File: src/logic/pin_mux_pkg.sv
// Constants shared by the pin sharing mux and its per-pin cell
package pin_mux_pkg;
  localparam int          NUM_PORTS    = 6;
  localparam int          PORT_W       = 8;
  localparam int          NUM_PINS     = NUM_PORTS * PORT_W;
  localparam int          ADDR_W       = 8;
  localparam int          DATA_W       = 32;
  // Register map: one block of four words per port, ports B..G as index 0..5
  localparam int          PORT_IDX_LSB = 4;
  localparam int          REG_SEL_LSB  = 2;
  localparam logic [1:0]  SEL_DATA     = 2'h0;
  localparam logic [1:0]  SEL_DIR      = 2'h1;
  localparam logic [1:0]  SEL_PULL     = 2'h2;
  localparam logic [1:0]  SEL_READ     = 2'h3;
  localparam logic [7:0]  OFS_IRQ_CTRL = 8'h60;
  localparam logic [7:0]  OFS_IRQ_STAT = 8'h64;
  localparam int          IRQ_EN_BIT   = 0;
  localparam int          IRQ_RISE_BIT = 1;
  localparam int          IRQ_PE_BIT   = 2;
  localparam logic [7:0]  PORT_RESET   = 8'h00;
  localparam logic [2:0]  IRQ_RESET    = 3'h0;
  // Pins whose pull device turns into a pulldown under rising key sense:
  // port D bits 7, 3, 2 and port G bit 4
  localparam logic [NUM_PINS-1:0] PULLDN_CAP = 48'h1000_008c_0000;
  localparam logic [1:0]  RESP_OKAY    = 2'h0;
  localparam logic [1:0]  RESP_SLVERR  = 2'h2;
endpackage

File: src/logic/port_pin_sharing_mux.sv
// Port pin sharing mux with AXI4-Lite port registers and external interrupt pin
// How it works
// - Interrupt pin enabled for rising edges gets a pulldown instead of pullup.
// - After reset every pin is a floating input with pull devices off.
// - Port read value follows direction bit, not the owning peripheral's direction.
// - An owning peripheral sets pin direction through the output buffer enable.
// - Pullup enable turns on pull device whenever pin is input, any owner.
// - Port D bits 7,3,2, port G bit 4: rising key sense gives pulldown while the first alternate owns the pin.
// - Only the highest priority enabled module drives a shared pin.
// - Priority: port lowest, first alternate, second alternate highest.
// - Interrupt pin detects nothing while disabled, though its pullup still works; its level still reads back at OFS_IRQ_STAT.
`timescale 1ns/1ns
module port_pin_sharing_mux
  import pin_mux_pkg::*;
(
  input  wire logic                         core_clk,
  input  wire logic                         sys_rst,
  input  wire logic [pin_mux_pkg::ADDR_W-1:0] s_axi_awaddr,
  input  wire logic                         s_axi_awvalid,
  output logic                              s_axi_awready,
  input  wire logic [pin_mux_pkg::DATA_W-1:0] s_axi_wdata,
  input  wire logic [3:0]                   s_axi_wstrb,
  input  wire logic                         s_axi_wvalid,
  output logic                              s_axi_wready,
  output logic [1:0]                        s_axi_bresp,
  output logic                              s_axi_bvalid,
  input  wire logic                         s_axi_bready,
  input  wire logic [pin_mux_pkg::ADDR_W-1:0] s_axi_araddr,
  input  wire logic                         s_axi_arvalid,
  output logic                              s_axi_arready,
  output logic [pin_mux_pkg::DATA_W-1:0]    s_axi_rdata,
  output logic [1:0]                        s_axi_rresp,
  output logic                              s_axi_rvalid,
  input  wire logic                         s_axi_rready,
  input  wire logic [pin_mux_pkg::NUM_PINS-1:0] pin_in,
  output logic [pin_mux_pkg::NUM_PINS-1:0]  pin_oe,
  output logic [pin_mux_pkg::NUM_PINS-1:0]  pin_out,
  output logic [pin_mux_pkg::NUM_PINS-1:0]  pin_pull_up,
  output logic [pin_mux_pkg::NUM_PINS-1:0]  pin_pull_dn,
  output logic [pin_mux_pkg::NUM_PINS-1:0]  pin_level,
  input  wire logic [pin_mux_pkg::NUM_PINS-1:0] alt1_en,
  input  wire logic [pin_mux_pkg::NUM_PINS-1:0] alt1_oe,
  input  wire logic [pin_mux_pkg::NUM_PINS-1:0] alt1_out,
  input  wire logic [pin_mux_pkg::NUM_PINS-1:0] alt2_en,
  input  wire logic [pin_mux_pkg::NUM_PINS-1:0] alt2_oe,
  input  wire logic [pin_mux_pkg::NUM_PINS-1:0] alt2_out,
  input  wire logic [pin_mux_pkg::NUM_PINS-1:0] key_interrupt_rise,
  input  wire logic                         ext_irq_pin,
  output logic                              ext_irq_pull_up,
  output logic                              ext_irq_pull_dn,
  output logic                              ext_irq_asserted,
  output logic                              ext_irq_edge
);
  import pin_mux_pkg::*;

  // Port registers, flat: port p owns bits p*PORT_W +: PORT_W
  logic [NUM_PINS-1:0] data_q, data_d;
  logic [NUM_PINS-1:0] dir_q, dir_d;
  logic [NUM_PINS-1:0] pull_q, pull_d;
  logic [2:0]          irq_ctrl_q, irq_ctrl_d;
  // Pin and interrupt pin synchronisers, and what a port read shows
  logic [NUM_PINS-1:0] pin_meta_q, pin_sync_q, port_view;
  logic                irq_meta_q, irq_sync_q, irq_prev_q;
  // Bus state
  logic                aw_held_q, aw_held_d;
  logic [ADDR_W-1:0]   aw_addr_q, aw_addr_d;
  logic                w_held_q, w_held_d;
  logic [7:0]          w_byte_q, w_byte_d;
  logic                w_lane_q, w_lane_d;
  logic                bvalid_q, bvalid_d;
  logic [1:0]          bresp_q, bresp_d;
  logic                awready_q, awready_d, wready_q, wready_d;
  logic                arready_q, arready_d;
  logic                rvalid_q, rvalid_d;
  logic [DATA_W-1:0]   rdata_q, rdata_d;
  logic [1:0]          rresp_q, rresp_d;
  // Mux results and their output flops
  logic [NUM_PINS-1:0] mux_oe, mux_do, mux_up, mux_dn;
  logic [NUM_PINS-1:0] pin_oe_q, pin_out_q, pull_up_q, pull_dn_q;
  logic                irq_up_d, irq_dn_d, irq_act_d, irq_edge_d;
  logic                irq_up_q, irq_dn_q, irq_act_q, irq_edge_q;
  logic                wr_fire;
  logic                wr_ok, rd_ok;
  logic [2:0]          wr_port, rd_port;
  logic [1:0]          wr_sel, rd_sel;
  // Address decode: port blocks below the interrupt registers, word aligned
  always_comb begin
    wr_port = aw_addr_q[PORT_IDX_LSB +: 3];
    wr_sel  = aw_addr_q[REG_SEL_LSB +: 2];
    rd_port = s_axi_araddr[PORT_IDX_LSB +: 3];
    rd_sel  = s_axi_araddr[REG_SEL_LSB +: 2];
    wr_ok   = (aw_addr_q[7] == 1'b0) && (aw_addr_q[1:0] == 2'h0)
              && (32'(wr_port) < NUM_PORTS) && (wr_sel != SEL_READ);
    wr_ok   = wr_ok || (aw_addr_q == OFS_IRQ_CTRL);
    rd_ok   = (s_axi_araddr[7] == 1'b0) && (s_axi_araddr[1:0] == 2'h0)
              && (32'(rd_port) < NUM_PORTS);
    rd_ok   = rd_ok || (s_axi_araddr == OFS_IRQ_CTRL) || (s_axi_araddr == OFS_IRQ_STAT);
    port_view = (dir_q & data_q) | (~dir_q & pin_sync_q);
  end

  // Write channel: address and data taken in either order, reply once both held
  always_comb begin
    aw_held_d = aw_held_q;
    aw_addr_d = aw_addr_q;
    w_held_d  = w_held_q;
    w_byte_d  = w_byte_q;
    w_lane_d  = w_lane_q;
    bvalid_d  = bvalid_q;
    bresp_d   = bresp_q;
    data_d    = data_q;
    dir_d     = dir_q;
    pull_d    = pull_q;
    irq_ctrl_d = irq_ctrl_q;
    wr_fire   = aw_held_q && w_held_q && !bvalid_q;
    if (s_axi_awvalid && awready_q) begin
      aw_held_d = 1'b1;
      aw_addr_d = s_axi_awaddr;
    end
    if (s_axi_wvalid && wready_q) begin
      w_held_d = 1'b1;
      w_byte_d = s_axi_wdata[7:0];
      w_lane_d = s_axi_wstrb[0];   // Registers are one byte wide, lane 0 only
    end
    if (bvalid_q && s_axi_bready) begin
      bvalid_d = 1'b0;
    end
    if (wr_fire) begin
      aw_held_d = 1'b0;
      w_held_d  = 1'b0;
      bvalid_d  = 1'b1;
      bresp_d   = wr_ok ? RESP_OKAY : RESP_SLVERR;
      if (wr_ok && w_lane_q) begin
        if (aw_addr_q == OFS_IRQ_CTRL) begin
          irq_ctrl_d = w_byte_q[2:0];
        end else begin
          case (wr_sel)
            SEL_DATA: data_d[32'(wr_port) * PORT_W +: PORT_W] = w_byte_q;
            SEL_DIR:  dir_d[32'(wr_port) * PORT_W +: PORT_W]  = w_byte_q;
            SEL_PULL: pull_d[32'(wr_port) * PORT_W +: PORT_W] = w_byte_q;
            default:  data_d = data_q;
          endcase
        end
      end
    end
    awready_d = !aw_held_d && !bvalid_d;
    wready_d  = !w_held_d && !bvalid_d;
  end

  // Read channel: one read at a time, answered the cycle after the address
  always_comb begin
    arready_d = arready_q;
    rvalid_d  = rvalid_q;
    rdata_d   = rdata_q;
    rresp_d   = rresp_q;
    if (rvalid_q && s_axi_rready) begin
      rvalid_d  = 1'b0;
      arready_d = 1'b1;
    end
    if (s_axi_arvalid && arready_q) begin
      arready_d = 1'b0;
      rvalid_d  = 1'b1;
      rresp_d   = rd_ok ? RESP_OKAY : RESP_SLVERR;
      rdata_d   = '0;
      if (s_axi_araddr == OFS_IRQ_CTRL) begin
        rdata_d[2:0] = irq_ctrl_q;
      end else if (s_axi_araddr == OFS_IRQ_STAT) begin
        rdata_d[0] = irq_sync_q;
      end else if (rd_ok) begin
        case (rd_sel)
          SEL_DATA: rdata_d[7:0] = data_q[32'(rd_port) * PORT_W +: PORT_W];
          SEL_DIR:  rdata_d[7:0] = dir_q[32'(rd_port) * PORT_W +: PORT_W];
          SEL_PULL: rdata_d[7:0] = pull_q[32'(rd_port) * PORT_W +: PORT_W];
          // Output bits read back the latch, input bits the pin, whoever owns it
          default:  rdata_d[7:0] = port_view[32'(rd_port) * PORT_W +: PORT_W];
        endcase
      end
    end
  end
  // One cell per pin; only four pins can turn their pull into a pulldown
  for (genvar gi = 0; gi < NUM_PINS; gi++) begin : g_pin
    pin_share_cell #(.PULLDN_OK(PULLDN_CAP[gi])) u_cell (
      .port_oe  (dir_q[gi]),
      .port_do  (data_q[gi]),
      .pull_bit (pull_q[gi]),
      .alt1_en  (alt1_en[gi]),
      .alt1_oe  (alt1_oe[gi]),
      .alt1_do  (alt1_out[gi]),
      .alt2_en  (alt2_en[gi]),
      .alt2_oe  (alt2_oe[gi]),
      .alt2_do  (alt2_out[gi]),
      .key_rise (key_interrupt_rise[gi]),
      .pin_oe   (mux_oe[gi]),
      .pin_do   (mux_do[gi]),
      .pull_up  (mux_up[gi]),
      .pull_dn  (mux_dn[gi])
    );
  end

  // Interrupt pin: level and edge only when enabled, pullup needs only PE; pull flips for rising sense only when enabled
  always_comb begin
    irq_dn_d   = irq_ctrl_q[IRQ_PE_BIT] & irq_ctrl_q[IRQ_EN_BIT]
                 & irq_ctrl_q[IRQ_RISE_BIT];
    irq_up_d   = irq_ctrl_q[IRQ_PE_BIT] & ~irq_dn_d;
    irq_act_d  = irq_ctrl_q[IRQ_EN_BIT]
                 & (irq_ctrl_q[IRQ_RISE_BIT] ? irq_sync_q : ~irq_sync_q);
    irq_edge_d = irq_ctrl_q[IRQ_EN_BIT]
                 & (irq_ctrl_q[IRQ_RISE_BIT] ? (irq_sync_q & ~irq_prev_q)
                                             : (~irq_sync_q & irq_prev_q));
  end

  // All state registered here; reset leaves pins as floating inputs
  always_ff @(posedge core_clk or posedge sys_rst) begin
    if (sys_rst) begin
      data_q     <= {NUM_PORTS{PORT_RESET}};
      dir_q      <= {NUM_PORTS{PORT_RESET}};
      pull_q     <= {NUM_PORTS{PORT_RESET}};
      irq_ctrl_q <= IRQ_RESET;
      pin_meta_q <= '0;
      pin_sync_q <= '0;
      irq_meta_q <= 1'b1;
      irq_sync_q <= 1'b1;
      irq_prev_q <= 1'b1;
      aw_held_q  <= 1'b0;
      aw_addr_q  <= '0;
      w_held_q   <= 1'b0;
      w_byte_q   <= '0;
      w_lane_q   <= 1'b0;
      bvalid_q   <= 1'b0;
      bresp_q    <= RESP_OKAY;
      awready_q  <= 1'b0;
      wready_q   <= 1'b0;
      arready_q  <= 1'b0;
      rvalid_q   <= 1'b0;
      rdata_q    <= '0;
      rresp_q    <= RESP_OKAY;
      pin_oe_q   <= '0;
      pin_out_q  <= '0;
      pull_up_q  <= '0;
      pull_dn_q  <= '0;
      irq_up_q   <= 1'b0;
      irq_dn_q   <= 1'b0;
      irq_act_q  <= 1'b0;
      irq_edge_q <= 1'b0;
    end else begin
      data_q     <= data_d;
      dir_q      <= dir_d;
      pull_q     <= pull_d;
      irq_ctrl_q <= irq_ctrl_d;
      pin_meta_q <= pin_in;
      pin_sync_q <= pin_meta_q;
      irq_meta_q <= ext_irq_pin;
      irq_sync_q <= irq_meta_q;
      irq_prev_q <= irq_sync_q;
      aw_held_q  <= aw_held_d;
      aw_addr_q  <= aw_addr_d;
      w_held_q   <= w_held_d;
      w_byte_q   <= w_byte_d;
      w_lane_q   <= w_lane_d;
      bvalid_q   <= bvalid_d;
      bresp_q    <= bresp_d;
      awready_q  <= awready_d;
      wready_q   <= wready_d;
      arready_q  <= arready_d | (!rvalid_d && !arready_q && !rvalid_q);
      rvalid_q   <= rvalid_d;
      rdata_q    <= rdata_d;
      rresp_q    <= rresp_d;
      pin_oe_q   <= mux_oe;
      pin_out_q  <= mux_do;
      pull_up_q  <= mux_up;
      pull_dn_q  <= mux_dn;
      irq_up_q   <= irq_up_d;
      irq_dn_q   <= irq_dn_d;
      irq_act_q  <= irq_act_d;
      irq_edge_q <= irq_edge_d;
    end
  end

  // Outputs straight from flops
  assign s_axi_awready    = awready_q;
  assign s_axi_wready     = wready_q;
  assign s_axi_bvalid     = bvalid_q;
  assign s_axi_bresp      = bresp_q;
  assign s_axi_arready    = arready_q;
  assign s_axi_rvalid     = rvalid_q;
  assign s_axi_rdata      = rdata_q;
  assign s_axi_rresp      = rresp_q;
  assign pin_oe           = pin_oe_q;
  assign pin_out          = pin_out_q;
  assign pin_pull_up      = pull_up_q;
  assign pin_pull_dn      = pull_dn_q;
  assign pin_level        = pin_sync_q;  // Synchronised level for the peripherals
  assign ext_irq_pull_up  = irq_up_q;
  assign ext_irq_pull_dn  = irq_dn_q;
  assign ext_irq_asserted = irq_act_q;
  assign ext_irq_edge     = irq_edge_q;
endmodule

File: src/logic/pin_share_cell.sv
// One pin's owner selection and pull device choice
`timescale 1ns/1ns
module pin_share_cell #(
  parameter bit PULLDN_OK = 1'b0
) (
  input  wire logic port_oe,
  input  wire logic port_do,
  input  wire logic pull_bit,
  input  wire logic alt1_en,
  input  wire logic alt1_oe,
  input  wire logic alt1_do,
  input  wire logic alt2_en,
  input  wire logic alt2_oe,
  input  wire logic alt2_do,
  input  wire logic key_rise,
  output logic      pin_oe,
  output logic      pin_do,
  output logic      pull_up,
  output logic      pull_dn
);
  logic as_input;
  logic want_dn;

  // Highest enabled owner wins: second alternate, then first, then port
  always_comb begin
    if (alt2_en) begin
      pin_oe = alt2_oe;
      pin_do = alt2_do;
    end else if (alt1_en) begin
      pin_oe = alt1_oe;
      pin_do = alt1_do;
    end else begin
      pin_oe = port_oe;
      pin_do = port_do;
    end
  end

  // Pull device acts whenever the pin is an input, whoever owns it
  always_comb begin
    as_input = ~pin_oe;
    want_dn  = PULLDN_OK & alt1_en & ~alt2_en & key_rise;
    pull_up  = pull_bit & as_input & ~want_dn;
    pull_dn  = pull_bit & as_input & want_dn;
  end
endmodule

File: config.mk
export PLATFORM = sky130hd
export DESIGN_NAME = port_pin_sharing_mux
export DESIGN_NICKNAME = d
export VERILOG_FILES = /design/src/logic/pin_mux_pkg.sv /design/src/logic/port_pin_sharing_mux.sv /design/src/logic/pin_share_cell.sv
export SDC_FILE = /design/constraint.sdc
export NUM_CORES = 1
export LEC_CHECK = 0
export BUFFER_PORTS_ARGS = -buffer_cell sky130_fd_sc_hd__buf_2
export CORE_ASPECT_RATIO = 0.7
export CORE_MARGIN = 8
export CORE_UTILIZATION = 25
export CTS_BUF_LIST = sky130_fd_sc_hd__clkbuf_16
export CTS_CLUSTER_DIAMETER = 150
export DETAILED_ROUTE_END_ITERATION = 10
export GPL_ROUTABILITY_DRIVEN = 0
export PLACE_DENSITY_LB_ADDON = 0.2
export SYNTH_ARGS = -nofsm -noshare
export SYNTH_HDL_FRONTEND = slang
export SYNTH_SLANG_ARGS = --single-unit
File: constraint.sdc
create_clock -name core_clk -period 17.4 [get_ports core_clk]
set_input_delay 2.61 -clock core_clk [delete_from_list [all_inputs] [get_ports core_clk]]
set_output_delay 2.61 -clock core_clk [all_outputs]
set_load 0.05 [all_outputs]
==> results.txt <==
- After layout, the worst setup slack is 11.71 ns.
- The floorplan step set the die height to 244 um.
- Cell internal power was estimated by the tool at 1790 uW.
* Clock Pin Slew Worst Setup and Hold Paths: 0.06 ns
* Startpoint Class: primary input
- Average vias per placed instance: 4.47
* Series of cell instances along the critical path: buf_4 > buf_4 > a211oi_1 > a2111oi_0 > a211oi_1 > nor4_1 > o2bb2ai_1
- Total length of routed wires: 72500 um
- Instance count after placement with tap cells included: 3154
- The first global-routing pass estimated 104000 um of wire.
* Cell area after placement: roughly 22000 um2
- Share of final-layout standard cells stronger than drive strength 1: between 30% and 40%
* Count of flip-flops with a built-in enable after synthesis: 0
- Hold repair after CTS inserted 0 buffers.
- The die covers roughly 83000 um2.
- Total Nets Final: 2674
- Number of antenna-violating nets in the routed design: 0
- Logic gate share of total power: 19.3%
* Maximum clock frequency: approximately 0.18 GHz
- Of the total synthesized cell area, the portion taken by full adders, half adders and majority gates is less than 1%.
- For this design, the sink count on the clock tree is roughly 430.
- TritonCTS clock tree: yes
- Compared with the post-synthesis result, the final layout area differs by 28.8%.
- Boundary Pins: 729
- Post-Synthesis Cell Area: 18600 um2
- Synthesis handed over a netlist of 1637 instances.
- Vias in the first global route: 15400
- The worst-case IR drop observed on VDD is 0.0610 mV.
- Entering global routing, the biggest net connects 95 pins.
- The worst hold path belongs to the class reg -> reg.
- Share of power burned in registers: approximately 44%
- The share of total power dissipated in the clock network is between 30% and 40%.
* Starting DRC count in detailed routing: 762
- For the final routed database, the setup TNS stands at 0 ns.
* Cell variety after synth: 56
- Port buffering added 587 buffers.
- Setup crit end kind: flip-flop
* Die X-Extent: 342 um
- The Yosys step of the flow raised 0 warnings.
- Number of failing setup endpoints in the final timing report: 0
- Summed over all nets, the half-perimeter wirelength after detailed placement is 56000 um.
- The critical path is of the in -> reg type.
- CP peak stage delay: 0.95 ns
- The H-tree was split into 2 levels.
- Power density cells: 113 nW/um2
- In this run, synthesis produced a sequential element count of between 400 and 500.
* Routed vias: 14500
- Summed over all layers, the global routing overflow is 0.
- Leading register cell type out of synthesis: sky130_fd_sc_hd__dfrtp_1
- Maximum buffer depth of the clock tree: 3
* Util after Layout: 32.6%
- For the pin with the worst max-slew slack, the measured transition is 1.21 ns.
- Post-cts gate resize count: 0
* Area of the placeable core: roughly 73000 um2
- The tool flagged a number of max-cap violations equal to 0.
* Post-route clock period utilization: 32.7%
- Antenna violations before repair: 15
- STA puts the critical path data required time at around 18 ns.
- Final cell count without fillers: 3243
- Dividing the detail-routed wire length by the instance count gives between 20 and 25 um.
* Combinational family with the most area after synthesis: multiplexers
- Placement Rows: 83
* All-Layer GR Usage: between 15 and 20%
* Setup WS pre-CTS: 11.12 ns
- Buffers inserted during post-CTS setup optimization: 0
- After synthesis, flip-flops and latches occupy 58.2% of the total area.
* 1st-pass router iterations: 5
- The run finished with clean final reports.
* Mux share of post-synthesis cell area: 14.8%
- Static leakage: between 0.01 and 0.015 uW
- Average cell area after synthesis: 11.3 um2
* Share of total power consumed by net switching: between 30% and 40%
- Post-Route Skew: between 0.01 and 0.015 ns
* Period minus WS final: 5.69 ns
* Synthesized-area fraction occupied by and/or/nand/nor cells: 10.5%
- Max Fanout on Critical Path: 50
- For this configuration, the core starts out at a cell density of between 20 and 30%.
* Count of final max-slew check failures: 0
* Fraction of the mapped netlist area in compound gates: 10.6%
- Arrival time worst endpoint: ~6.2 ns
- Setup repair after global routing left no endpoint under its margin.
- The slowest stage of the critical path is the sky130_fd_sc_hd__nor4_1 cell.
- TritonCTS created 48 clock buffers.
- Cell at the root of the clock tree: sky130_fd_sc_hd__clkbuf_16
- Hold violation total from the final report: 0
- In the routed design, unresolved DRC markers number 0.
- Switching pwr: about 900 uW
* Post-synth ARST share: 100%
* Clock insertion delay at the later pin of the skew report: 0.58 ns
* Final cell area excluding filler cells: 23900 um2
- Of the total synthesized cell area, the portion taken by XOR and XNOR cells is 0%.
- In this run the tightest slew margin relative to its limit is 19.2%.
## cell usage in the layout (no fill, tap or decap), drive strengths merged, types with 4 or more instances in the layout
| cell type | n |
|---|---|
| buf | 609 |
| dfrtp | 429 |
| nand2 | 202 |
| o21ai | 195 |
| mux2i | 138 |
| mux2 | 110 |
| nor2 | 85 |
| inv | 75 |
| conb | 70 |
| clkbuf | 49 |
| a21oi | 32 |
| nor2b | 31 |
| nand3b | 20 |
| o211ai | 18 |
| o22ai | 17 |
| nand3 | 17 |
| clkinv | 16 |
| o221ai | 15 |
| a211oi | 15 |
| nor3 | 14 |
| or3 | 10 |
| a31oi | 9 |
| a2111oi | 8 |
| and2 | 6 |
| mux4 | 6 |
| nor4b | 6 |
| clkinvlp | 5 |
| diode | 4 |
| a32o | 4 |
| a211o | 4 |
| bufinv | 4 |
## logic make-up (layout without fill, tap and decap cells)
group / count (synthesis) / count (layout)
DFF: 432 / 432
and+or+nand+nor: 410 / 410
AOI/OAI and AO/OA: 335 / 335
muxes: 254 / 254
buffers and inverters: 202 / 758
adders and majority gates: 3 / 3
other: 1 / 74
## sequential cells by signal, summed over array words and instances (netlist names), 3 cells and up
signal and count:
s_axi_rdata 8, pin_meta_q 48, aw_addr_q 8, pull_q 48, pin_oe 48, pin_level 48, pin_out 48, pin_pull_dn 4
dir_q 48, pin_pull_up 48, w_byte_q 8, irq_ctrl_q 3, data_q 48
## area by class of cell
class | count | area (um2)
Timing Repair Buffer | 609 | 3110
Clock inverter | 36 | 274
Inverter | 64 | 248
Tap cell | 977 | 1220
Multi-Input combinational cell | 1072 | 7020
Antenna cell | 4 | 10.0
Sequential cell | 432 | 10800
Clock buffer | 49 | 1230
Fill cell | 7520 | 49500
## worst max-delay path: cells and delay by family
family,cells,cell delay [ns]
AOI/OAI and AO/OA,4,1.42
buffers and inverters,2,1.16
and+or+nand+nor,1,0.95
## worst paths after layout
kind,start,end,slack (ns),cells after the start
min,pin_meta_q[0],pin_level[0],0.34,0
max in group asynchronous,sys_rst,pin_pull_up[24],12.91,4
max reg2reg,aw_addr_q[4],dir_q[32],13.00,8
min reg2reg,pin_meta_q[0],pin_level[0],0.34,0
max,s_axi_araddr[3],s_axi_rdata[2],11.71,7
min in group asynchronous,sys_rst,pin_meta_q[34],2.15,2
## metrics by stage
| step | hold WS [ns] | total power (uW) |
|---|---|---|
| after floorplan | 0.331 | 1500 |
| after global placement | 0.333 | 1720 |
| after detailed placement | 0.335 | 1730 |
| after CTS | 0.344 | 2750 |
| after global routing | 0.350 | 2830 |
| final | 0.344 | 2700 |
## power by group through the flow
stage | sequential [uW] | combinational (uW) | clock, uW
5_1_grt | 1190 | 561 | 1080
3_5_place_dp | 1200 | 527 | 0
4_1_cts | 1180 | 528 | 1040
6_report | 1180 | 521 | 993
3_3_place_gp | 1200 | 519 | 0
2_1_floorplan | 1240 | 263 | 0
## cells in the mapped netlist (all sizes together), types with 2 or more instances
cell     instances  area share [%]
o31ai            2           0.081
o2111ai          3            0.14
o21ai          195             5.3
nand3b          20            0.81
nor3            14            0.38
a21oi           32            0.86
mux2           110             6.7
or4              2           0.081
nand2b           3            0.10
mux4             6            0.73
inv             64             1.3
a32o             4            0.22
a211o            4            0.19
o221ai          15            0.71
buf             89             3.3
o211ai          18            0.73
clkbuf          49            0.99
nor2            85             1.7
a311oi           3            0.14
or2              3            0.10
ha               3            0.20
nand2          202             4.1
a2111oi          8            0.38
or3             10            0.34
nand3           17            0.46
dfstp            3            0.42
o22ai           17            0.57
nor2b           31             1.0
and2             6            0.20
a211oi          15            0.61
dfrtp          429              58
or3b             2           0.094
mux2i          138             7.4
nor4             3            0.18
nor4b            6            0.69
o21a             3            0.12
a31oi            9            0.30
nor3b            2           0.081
## metal layers
layer	track usage [%]	share of wire, %	wire length, um
met1	21.9	44	32200
met2	27.1	47	33800
met3	4.60	7.0	5080
met4	3.86	1.9	1380
met5	0	0.051	37
Note: power is estimated with default switching activity, not from simulation.
